<file path="src/inc/arci_pkg.sv">
package arci_pkg;

  // ----------------------------------------
  // register map (byte addresses)
  // ----------------------------------------
  localparam logic [7:0] ARCI_OFF_RESULT_HIGH = 8'h00;
  localparam logic [7:0] ARCI_OFF_RESULT_LOW = 8'h04;
  localparam logic [7:0] ARCI_OFF_CLOCK_CFG = 8'h08;
  localparam logic [7:0] ARCI_OFF_MODE = 8'h0C;
  localparam logic [7:0] ARCI_OFF_STATUS = 8'h10;

  // ----------------------------------------
  // field positions
  // ----------------------------------------
  localparam int ARCI_CLK_LOW_POWER_BIT = 7;
  localparam int ARCI_MODE_TEN_BIT = 0;
  localparam int ARCI_STAT_LOCKED_BIT = 0;
  localparam int ARCI_STAT_LOST_BIT = 1;

  // ----------------------------------------
  // reset values and widths
  // ----------------------------------------
  localparam logic [7:0] ARCI_CLOCK_CFG_RESET = 8'h00;
  localparam logic [7:0] ARCI_MODE_RESET = 8'h00;
  localparam int ARCI_RESULT_WIDTH = 10;
  localparam int ARCI_FULL_CODES = 1024;

  localparam logic [1:0] ARCI_RESP_OKAY = 2'h0;
  localparam logic [1:0] ARCI_RESP_SLVERR = 2'h2;

  typedef struct packed {
    logic valid;
    logic [ARCI_RESULT_WIDTH-1:0] code;
  } arci_conv_type;

  typedef struct packed {
    logic [7:0] high;
    logic [7:0] low;
  } arci_result_type;

endpackage

</file>
<file path="src/rtl/arci_hold_reg.sv">
module arci_hold_reg
  import arci_pkg::*;
#(
  parameter int WIDTH = 8
) (
  input wire logic clk,
  input wire logic rst,
  input wire logic load,
  input wire logic [WIDTH-1:0] din,
  output logic [WIDTH-1:0] dout
);

  always_ff @(posedge clk or posedge rst) begin
    if (rst) begin
      dout <= '0;
    end else if (load) begin
      dout <= din;
    end
  end

endmodule

</file>
<file path="src/rtl/arci_result_lock.sv">
module arci_result_lock
  import arci_pkg::*;
(
  input wire logic clk,
  input wire logic rst,
  input wire logic ten_bit,
  input wire logic conv_done,
  input wire logic read_high,
  input wire logic read_low,
  output logic load,
  output logic locked,
  output logic lost
);

  logic locked_r;

  assign locked = locked_r;
  assign load = conv_done && !(ten_bit && locked_r);
  assign lost = conv_done && ten_bit && locked_r;

  always_ff @(posedge clk or posedge rst) begin
    if (rst) begin
      locked_r <= 1'b0;
    end else if (read_low || !ten_bit) begin
      locked_r <= 1'b0;
    end else if (read_high) begin
      locked_r <= 1'b1;
    end
  end

endmodule

</file>
<file path="src/rtl/arci_top.sv">
module arci_top
  import arci_pkg::*;
(
  input wire logic REF_CLK,
  input wire logic SYS_RST,
  input wire logic CONV_DONE,
  input wire logic [ARCI_RESULT_WIDTH-1:0] CONV_CODE,
  output logic [7:0] CLOCK_CFG,
  output logic LOW_POWER,
  output logic TEN_BIT_MODE,
  input wire logic [7:0] S_AXI_AWADDR,
  input wire logic S_AXI_AWVALID,
  output logic S_AXI_AWREADY,
  input wire logic [31:0] S_AXI_WDATA,
  input wire logic [3:0] S_AXI_WSTRB,
  input wire logic S_AXI_WVALID,
  output logic S_AXI_WREADY,
  output logic [1:0] S_AXI_BRESP,
  output logic S_AXI_BVALID,
  input wire logic S_AXI_BREADY,
  input wire logic [7:0] S_AXI_ARADDR,
  input wire logic S_AXI_ARVALID,
  output logic S_AXI_ARREADY,
  output logic [31:0] S_AXI_RDATA,
  output logic [1:0] S_AXI_RRESP,
  output logic S_AXI_RVALID,
  input wire logic S_AXI_RREADY
);

  // ----------------------------------------
  // signals
  // ----------------------------------------
  arci_conv_type conv;
  arci_result_type result;
  logic [ARCI_RESULT_WIDTH-1:0] held_code;
  logic [7:0] clock_cfg_r;
  logic [7:0] mode_r;
  logic lost_r;
  logic load;
  logic locked;
  logic lost;
  logic ten_bit;
  logic aw_have_r;
  logic [7:0] aw_addr_r;
  logic w_have_r;
  logic [31:0] w_data_r;
  logic [3:0] w_strb_r;
  logic do_write;
  logic do_read;
  logic read_high;
  logic read_low;
  logic [31:0] rdata_nxt;
  logic [1:0] rresp_nxt;

  assign conv = '{valid: CONV_DONE, code: CONV_CODE};
  assign ten_bit = mode_r[ARCI_MODE_TEN_BIT];

  // ----------------------------------------
  // result interlock and storage
  // ----------------------------------------
  // lock only in 10-bit mode
  arci_result_lock u_lock (
    .clk(REF_CLK),
    .rst(SYS_RST),
    .ten_bit(ten_bit),
    .conv_done(conv.valid),
    .read_high(read_high),
    .read_low(read_low),
    .load(load),
    .locked(locked),
    .lost(lost)
  );

  arci_hold_reg #(
    .WIDTH(ARCI_RESULT_WIDTH)
  ) u_hold (
    .clk(REF_CLK),
    .rst(SYS_RST),
    .load(load),
    .din(conv.code),
    .dout(held_code)
  );

  always_comb begin
    result.low = held_code[7:0];
    result.high = 8'h00;
    if (ten_bit) begin
      result.high = {6'h00, held_code[ARCI_RESULT_WIDTH-1:8]};
    end
  end

  // sticky lost-result flag, set wins over clear
  // record discarded result
  always_ff @(posedge REF_CLK or posedge SYS_RST) begin
    if (SYS_RST) begin
      lost_r <= 1'b0;
    end else if (lost) begin
      lost_r <= 1'b1;
    end else if (read_low) begin
      lost_r <= 1'b0;
    end
  end

  // ----------------------------------------
  // write channel
  // ----------------------------------------
  assign do_write = aw_have_r && w_have_r && !S_AXI_BVALID;

  always_ff @(posedge REF_CLK or posedge SYS_RST) begin
    if (SYS_RST) begin
      aw_have_r <= 1'b0;
      aw_addr_r <= 8'h00;
      S_AXI_AWREADY <= 1'b0;
    end else if (do_write) begin
      aw_have_r <= 1'b0;
      S_AXI_AWREADY <= 1'b0;
    end else if (S_AXI_AWVALID && S_AXI_AWREADY) begin
      aw_have_r <= 1'b1;
      aw_addr_r <= S_AXI_AWADDR;
      S_AXI_AWREADY <= 1'b0;
    end else begin
      S_AXI_AWREADY <= !aw_have_r && !S_AXI_BVALID;
    end
  end

  always_ff @(posedge REF_CLK or posedge SYS_RST) begin
    if (SYS_RST) begin
      w_have_r <= 1'b0;
      w_data_r <= 32'h00000000;
      w_strb_r <= 4'h0;
      S_AXI_WREADY <= 1'b0;
    end else if (do_write) begin
      w_have_r <= 1'b0;
      S_AXI_WREADY <= 1'b0;
    end else if (S_AXI_WVALID && S_AXI_WREADY) begin
      w_have_r <= 1'b1;
      w_data_r <= S_AXI_WDATA;
      w_strb_r <= S_AXI_WSTRB;
      S_AXI_WREADY <= 1'b0;
    end else begin
      S_AXI_WREADY <= !w_have_r && !S_AXI_BVALID;
    end
  end

  always_ff @(posedge REF_CLK or posedge SYS_RST) begin
    if (SYS_RST) begin
      S_AXI_BVALID <= 1'b0;
      S_AXI_BRESP <= ARCI_RESP_OKAY;
    end else if (do_write) begin
      S_AXI_BVALID <= 1'b1;
      if (aw_addr_r[7:2] == ARCI_OFF_CLOCK_CFG[7:2] || aw_addr_r[7:2] == ARCI_OFF_MODE[7:2]) begin
        S_AXI_BRESP <= ARCI_RESP_OKAY;
      end else begin
        S_AXI_BRESP <= ARCI_RESP_SLVERR;
      end
    end else if (S_AXI_BREADY) begin
      S_AXI_BVALID <= 1'b0;
    end
  end

  // ----------------------------------------
  // configuration registers
  // ----------------------------------------
  // software clock settings
  always_ff @(posedge REF_CLK or posedge SYS_RST) begin
    if (SYS_RST) begin
      clock_cfg_r <= ARCI_CLOCK_CFG_RESET;
    end else if (do_write && w_strb_r[0] && aw_addr_r[7:2] == ARCI_OFF_CLOCK_CFG[7:2]) begin
      clock_cfg_r <= w_data_r[7:0];
    end
  end

  always_ff @(posedge REF_CLK or posedge SYS_RST) begin
    if (SYS_RST) begin
      mode_r <= ARCI_MODE_RESET;
    end else if (do_write && w_strb_r[0] && aw_addr_r[7:2] == ARCI_OFF_MODE[7:2]) begin
      mode_r <= {7'h00, w_data_r[ARCI_MODE_TEN_BIT]};
    end
  end

  always_ff @(posedge REF_CLK or posedge SYS_RST) begin
    if (SYS_RST) begin
      CLOCK_CFG <= ARCI_CLOCK_CFG_RESET;
      LOW_POWER <= 1'b0;
      TEN_BIT_MODE <= 1'b0;
    end else begin
      CLOCK_CFG <= clock_cfg_r;
      LOW_POWER <= clock_cfg_r[ARCI_CLK_LOW_POWER_BIT];
      TEN_BIT_MODE <= ten_bit;
    end
  end

  // ----------------------------------------
  // read channel
  // ----------------------------------------
  assign do_read = S_AXI_ARVALID && S_AXI_ARREADY;
  assign read_high = do_read && S_AXI_ARADDR[7:2] == ARCI_OFF_RESULT_HIGH[7:2];
  assign read_low = do_read && S_AXI_ARADDR[7:2] == ARCI_OFF_RESULT_LOW[7:2];

  always_comb begin
    rdata_nxt = 32'h00000000;
    rresp_nxt = ARCI_RESP_OKAY;
    case (S_AXI_ARADDR[7:2])
      ARCI_OFF_RESULT_HIGH[7:2]: rdata_nxt[7:0] = result.high;
      ARCI_OFF_RESULT_LOW[7:2]: rdata_nxt[7:0] = result.low;
      ARCI_OFF_CLOCK_CFG[7:2]: rdata_nxt[7:0] = clock_cfg_r;
      ARCI_OFF_MODE[7:2]: rdata_nxt[7:0] = mode_r;
      ARCI_OFF_STATUS[7:2]: begin
        rdata_nxt[ARCI_STAT_LOCKED_BIT] = locked;
        rdata_nxt[ARCI_STAT_LOST_BIT] = lost_r;
      end
      default: rresp_nxt = ARCI_RESP_SLVERR;
    endcase
  end

  always_ff @(posedge REF_CLK or posedge SYS_RST) begin
    if (SYS_RST) begin
      S_AXI_ARREADY <= 1'b0;
      S_AXI_RVALID <= 1'b0;
      S_AXI_RDATA <= 32'h00000000;
      S_AXI_RRESP <= ARCI_RESP_OKAY;
    end else if (do_read) begin
      S_AXI_ARREADY <= 1'b0;
      S_AXI_RVALID <= 1'b1;
      S_AXI_RDATA <= rdata_nxt;
      S_AXI_RRESP <= rresp_nxt;
    end else if (S_AXI_RVALID) begin
      if (S_AXI_RREADY) begin
        S_AXI_RVALID <= 1'b0;
      end
    end else begin
      S_AXI_ARREADY <= 1'b1;
    end
  end

endmodule

</file>
<file path="config.mk">
export PLATFORM = sky130hd
export DESIGN_NAME = arci_top
export DESIGN_NICKNAME = d
export VERILOG_FILES = /design/src/inc/arci_pkg.sv /design/src/rtl/arci_hold_reg.sv /design/src/rtl/arci_result_lock.sv /design/src/rtl/arci_top.sv
export SDC_FILE = /design/constraint.sdc
export NUM_CORES = 1
export LEC_CHECK = 0
export BUFFER_PORTS_ARGS = -buffer_cell sky130_fd_sc_hd__buf_2
export CORE_AREA = 2 2 60 119
export DETAILED_ROUTE_END_ITERATION = 16
export DIE_AREA = 0 0 62 121
export PLACE_DENSITY_LB_ADDON = 0.15
export SLEW_MARGIN = 15
export SYNTH_ARGS = -nofsm -noshare
export SYNTH_HDL_FRONTEND = slang
export SYNTH_SLANG_ARGS = --single-unit
</file>
<file path="constraint.sdc">
create_clock -name REF_CLK -period 1.9 [get_ports REF_CLK]
set_clock_uncertainty 0.1 [all_clocks]
set_input_delay 0.19 -clock REF_CLK [delete_from_list [all_inputs] [get_ports REF_CLK]]
set_output_delay 0.19 -clock REF_CLK [all_outputs]
set_load 0.02 [all_outputs]
</file>
# [Word-level counts from Yosys, hierarchy flattened]
# Index checks and enable logic that the tools add are counted.
[classes] eq_ne=7 muxes=24 bitwise_logic=1 reduce_logical=32
[op_table] operator="6-bit by 2-bit == test with 1-bit output (second input constant)" n=4
[op_table] operator="1-bit 2-to-1 mux" n=19
[op_table] operator="6-bit case mux with 3 select lines" n=1
[op_table] operator="1-bit logical AND" n=16
[op_table] operator="2-bit case mux with 5 select lines" n=1
[op_table] operator="2-bit nonzero test" n=5
[op_table] operator="6-bit by 1-bit == test with 1-bit output (second input constant)" n=1
[op_table] operator="6-bit by 3-bit == test with 1-bit output (second input constant)" n=1
[op_table] operator="6-bit logical NOT" n=1
[op_table] operator="2-bit 2-to-1 mux" n=3
[op_table] operator="1-bit logical NOT" n=5
[op_table] operator="5-bit OR reduction" n=1
[op_table] operator="2-bit AND reduction" n=2
[op_table] operator="1-bit logical OR" n=2
[op_table] operator="2-bit by 1-bit inequality test with 1-bit output (second input constant)" n=1
[op_table] operator="1-bit inverter" n=1
[word_totals] ff_bits=67 input_bits=70 output_inout_bits=51 elab_cells=85

# [Logic depth before layout (Yosys ltp)]
[depth] word_depth=4 ltp_mapped=5 ltp_nobuf=3

# [Modules after synthesis]
# A second synthesis with hierarchy kept.
[unflattened] cells_unflattened=206 hier_area_um2=2687.6
[modules_own_cells] mod="arci_top" n_inst=1 cells_per_inst=178 area_each_um2=2212.1
[modules_own_cells] mod="arci_hold_reg" n_inst=1 cells_per_inst=22 area_each_um2=415.4
[modules_own_cells] mod="arci_result_lock" n_inst=1 cells_per_inst=6 area_each_um2=60.1

# [Worst setup path before layout]
# OpenSTA, ideal clock, no wires.
[synth_timing] path_type="register to register" startpoint="register aw_addr_r[5]" endpoint="register clock_cfg_r[0]" t_arrival_ns=1.409 t_required_ns=1.675 slack_ns=0.266 path_stages_with_launch=4 path_buffers=0 period_less_slack_ns=1.634 cell_sequence="dfrtp_1 -> nor4_1 -> nand4b_2 -> mux2_2"
[synth_between] elab_chain_len=2
[synth_lines] item="start: declaration" line_no="arci_top.sv:44" rtl="logic [7:0] aw_addr_r;"
[synth_lines] item="start signal: assignment" line_no="arci_top.sv:112" rtl="aw_addr_r <= 8'h00;"
[synth_lines] item="start signal: assignment" line_no="arci_top.sv:119" rtl="aw_addr_r <= S_AXI_AWADDR;"
[synth_lines] item="6-bit by 2-bit == test with 1-bit output" line_no="arci_top.sv:168" rtl="end else if (do_write && w_strb_r[0] && aw_addr_r[7:2] == ARCI_OFF_CLOCK_CFG[7:2]) begin"
[synth_lines] item="1-bit logical AND" line_no="arci_top.sv:168"
[synth_lines] item="end signal: assignment" line_no="arci_top.sv:169" rtl="clock_cfg_r <= w_data_r[7:0];"
[synth_lines] item="end: declaration" line_no="arci_top.sv:36" rtl="logic [7:0] clock_cfg_r;"
# Every way passes these cells.
# A chain may end at the register's enable or synchronous reset.

# [Worst setup path in the final report]
[layout_timing] startpoint="register S_AXI_BVALID" endpoint="register aw_addr_r[7]"
[layout_between] elab_chain_len=4
[layout_lines] item="start: declaration" line_no="arci_top.sv:19" rtl="output logic S_AXI_BVALID,"
[layout_lines] item="start signal: assignment" line_no="arci_top.sv:147" rtl="S_AXI_BVALID <= 1'b0;"
[layout_lines] item="start signal: assignment" line_no="arci_top.sv:150" rtl="S_AXI_BVALID <= 1'b1;"
[layout_lines] item="start signal: assignment" line_no="arci_top.sv:157" rtl="S_AXI_BVALID <= 1'b0;"
[layout_lines] item="1-bit logical NOT" line_no="arci_top.sv:107" rtl="assign do_write = aw_have_r && w_have_r && !S_AXI_BVALID;"
[layout_lines] item="1-bit logical AND" line_no="arci_top.sv:107"
[layout_lines] item="1-bit inverter (no source line)"
[layout_lines] item="2-bit AND reduction (no source line)"
# Every way passes these cells.

==> impl_metrics.yaml <==
outcome:
  status: "finished, final reports clean"
critical_path:
  path_class: "flip-flop to flip-flop"
  ff2ff_path_depth: 3
  cp-end-kind: "flip-flop"
  cp.required_ns: 2.00
  worstPathArrival_ns: 1.84
  rrSetupSlack_ns: 0.16
  critPathLaunchType: "flip-flop"
  r2r-end: "aw_addr_r[7]"
  crit_start: "S_AXI_BVALID"
  critPathMaxFanout: 6
  rr_startpoint: "S_AXI_BVALID"
pwr:
  power_switching_mw: 1.23
  power_switching_share_pct: 28.4
  comb_power_share_pct: 22.2
  ir_worst_vdd_mv: 0.896
  leakage_nw: 1.82
  power.internal_mw: 3.10
  pwr-share-seq_pct: 44.0
  clock_power_share_pct: 33.7
  p_per_area_nw_per_um2: 1220
synth:
  synth_fa_ha_area_share_pct: 0
  ys_ff_latch: 62
  synth_xor_area_share_pct: 0
  synthMuxAreaShare_pct: 14.0
  syn_avg_cell_area_sq_um: 12.5
  yosysUniqueCellTypes: 36
  synth_cells: 218
  synth_compound_area_share_pct: 7.57
  synth_top_family_by_area: "multiplexers"
  synthesis.area_sq_um: 2730
  seq_area_frac_synth_pct: 56.9
  yosys_warnings: 0
  synth_simple_gate_area_share_pct: 11.7
clock_tree:
  clkTransAtPathRegs_ns: 0.05
  cts_sinks: 62
  clock_latency_ns: 0.32
  cts-htree-levels: 3
  cts_hold_buffers: 21
  post_cts_buffers: 0
  root_buffer: "clkbuf_16"
  numCtsBuffers: 9
  ctsResizeCount: 0
  cts_tree: "yes"
  clock_path_buffers: 2
routing:
  antenna_left: 0
  vias: 1870
  drt_iter0_markers: 85
  wire_per_inst_um: 13.0
  viasPerCell: 4.66
  dr.pass1.iters: 4
  totalWireLength_um: 5200
  drcViolationCount: 0
global_route:
  grt_pass1_wl_um: 8370
  grt_usage_pct: 15.4
  grt_pass1_vias: 1791
  antenna_found_initial: 0
  grt_start_max_net_pins: 63
  grt_overflow_total: 0
sta:
  rsz0062_at_grt: "no"
  timing.fmax_mhz: 576
  drv_slew: 0
  hold_viol: 0
  setup_viol: 0
  final.period_utilization_pct: 91.4
  tightest_slew_ns: 0.521
  min_period_ns: 1.74
  fin_tns_setup_ns: 0
  max-slew-margin-rel_pct: 65.2
floorplanning:
  core_area_sq_um: 6570
  io_pins: 121
  num_rows: 42
  dieArea_sq_um: 7500
  start_util_pct: 41.5
  fp.dieH_um: 121
  die_x_um: 62
finish:
  nets: 379
  final_cells: 401
  area_growth_syn_to_layout_pct: 30.4
  diodes: 0
  drive_above_1_share_pct: 38.7
placed_design:
  place_hpwl_um: 3700
  place_inst: 365
  port_buffers: 63
  gp_congestion: 0.708
run:
  cap_violations: 0
min_path:
  hold_path_end: "w_data_r[4]"
  hold_depth: 2
  holdCritPathClass: "primary input to flip-flop"
  hold_path.startpoint: "S_AXI_WDATA[4]"
## cell usage after synthesis
master	instances	area share (%)
dfrtp_1	62	57
mux2_2	34	14
buf_4	28	7.7
o21ai_0	18	3.3
and3b_1	13	4.2
nand2_1	13	1.8
clkbuf_1	7	0.96
nand3b_1	5	1.4
inv_1	4	0.55
nor4_1	4	0.92
a21boi_0	2	0.55
buf_2	2	0.37
nor2b_1	2	0.46
o21a_1	2	0.55
a2111o_1	1	0.41
a2111oi_0	1	0.32
a211oi_1	1	0.28
a21o_1	1	0.28
a21oi_1	1	0.18
a221o_1	1	0.37
a311oi_1	1	0.32
a32o_1	1	0.37
and3_1	1	0.23
and4b_1	1	0.37
buf_1	1	0.14
conb_1	1	0.14
nand3_1	1	0.18
nand4_1	1	0.23
nand4b_2	1	0.55
nor2_1	1	0.14
nor4bb_1	1	0.37
o211a_1	1	0.37
o211ai_1	1	0.28
or2b_1	1	0.28
or3_1	1	0.23
or4_4	1	0.41
## cell usage in the layout (no fill, tap or decap), types with 2 or more instances in the layout
master / n
dfrtp_1: 62
nor2b_1: 2
clkbuf_8: 2
nor4_1: 4
dlygate4sd3_1: 21
o21ai_0: 18
conb_1: 26
nand3b_1: 5
a21boi_0: 2
clkbuf_1: 3
mux2_2: 34
nand2_1: 13
o21a_1: 2
and3b_1: 13
clkbuf_16: 9
buf_4: 8
buf_2: 63
inv_1: 3
## flip-flops by register name, indices dropped and copies added (netlist names), 6 cells and up
signal / cells
w_data_r: 8
aw_addr_r: 6
CLOCK_CFG: 8
clock_cfg_r: 8
u_hold.dout: 10
S_AXI_RDATA: 8
## worst max-delay path by stage
| stage | to | slack [ns] | cells past startpoint |
|---|---|---|---|
| finish | aw_addr_r[7] | 0.16 | 3 |
| global placement | aw_addr_r[5] | 0.14 | 3 |
| global route | aw_addr_r[5] | 0.01 | 3 |
| floorplan | CLOCK_CFG[0] | 0.07 | 1 |
| CTS | aw_addr_r[4] | 0.12 | 3 |
| detailed placement | aw_addr_r[3] | 0.13 | 3 |
## cell families (layout without fill, tap and decap cells)
kind of cell,Yosys count,count (layout)
mux,34,34
simple gates,47,47
flops,62,62
compound gates,32,32
buf+inv,42,112
other cells,1,26
## through the flow
step           worst slack [ns]  power, mW  cell area, sq um  util [%]  hold slack, ns
5_1_grt                  0.0144       4.58              3560      54.2         0.00518
3_5_place_dp              0.128       2.87              3080      46.9           0.182
3_3_place_gp              0.138       2.84              3080      46.9           0.180
6_report                  0.164       4.33              3560      54.2          0.0104
2_1_floorplan            0.0686       2.59              2820         -           0.186
4_1_cts                   0.122       4.38              3560      54.2        0.000735
## worst max-delay path, cell delays in order (launching register included)
cell      delay (ns)
dfrtp_1         0.41
nand3b_1        0.23
nor2b_1         0.48
mux2_2          0.39
## power groups by stage
stage	registers, mW	logic, mW	clock network (mW)
finish	1.90	0.962	1.46
global route	1.96	1.06	1.56
CTS	1.91	0.975	1.49
detailed placement	1.93	0.942	0
global placement	1.91	0.923	0
floorplan	2.00	0.589	0
## metal layers
metal / global-route usage (%) / up-vias / routed length (um)
met5: 0 / - / 0
li1: - / 899 / -
met2: 25.6 / 67 / 2860
met1: 17.3 / 898 / 2020
met3: 4.80 / 6 / 231
met4: 6.38 / 0 / 91
## cell type report
class / instances / area (sq um)
Clock buffer: 14 / 264
Clock inverter: 1 / 5.00
Fill cell: 583 / 3010
Inverter: 4 / 15.0
Multi-Input combinational cell: 139 / 1010
Sequential cell: 62 / 1550
Tap cell: 88 / 110
Timing Repair Buffer: 93 / 606
Power figures use the tool's default switching activity.
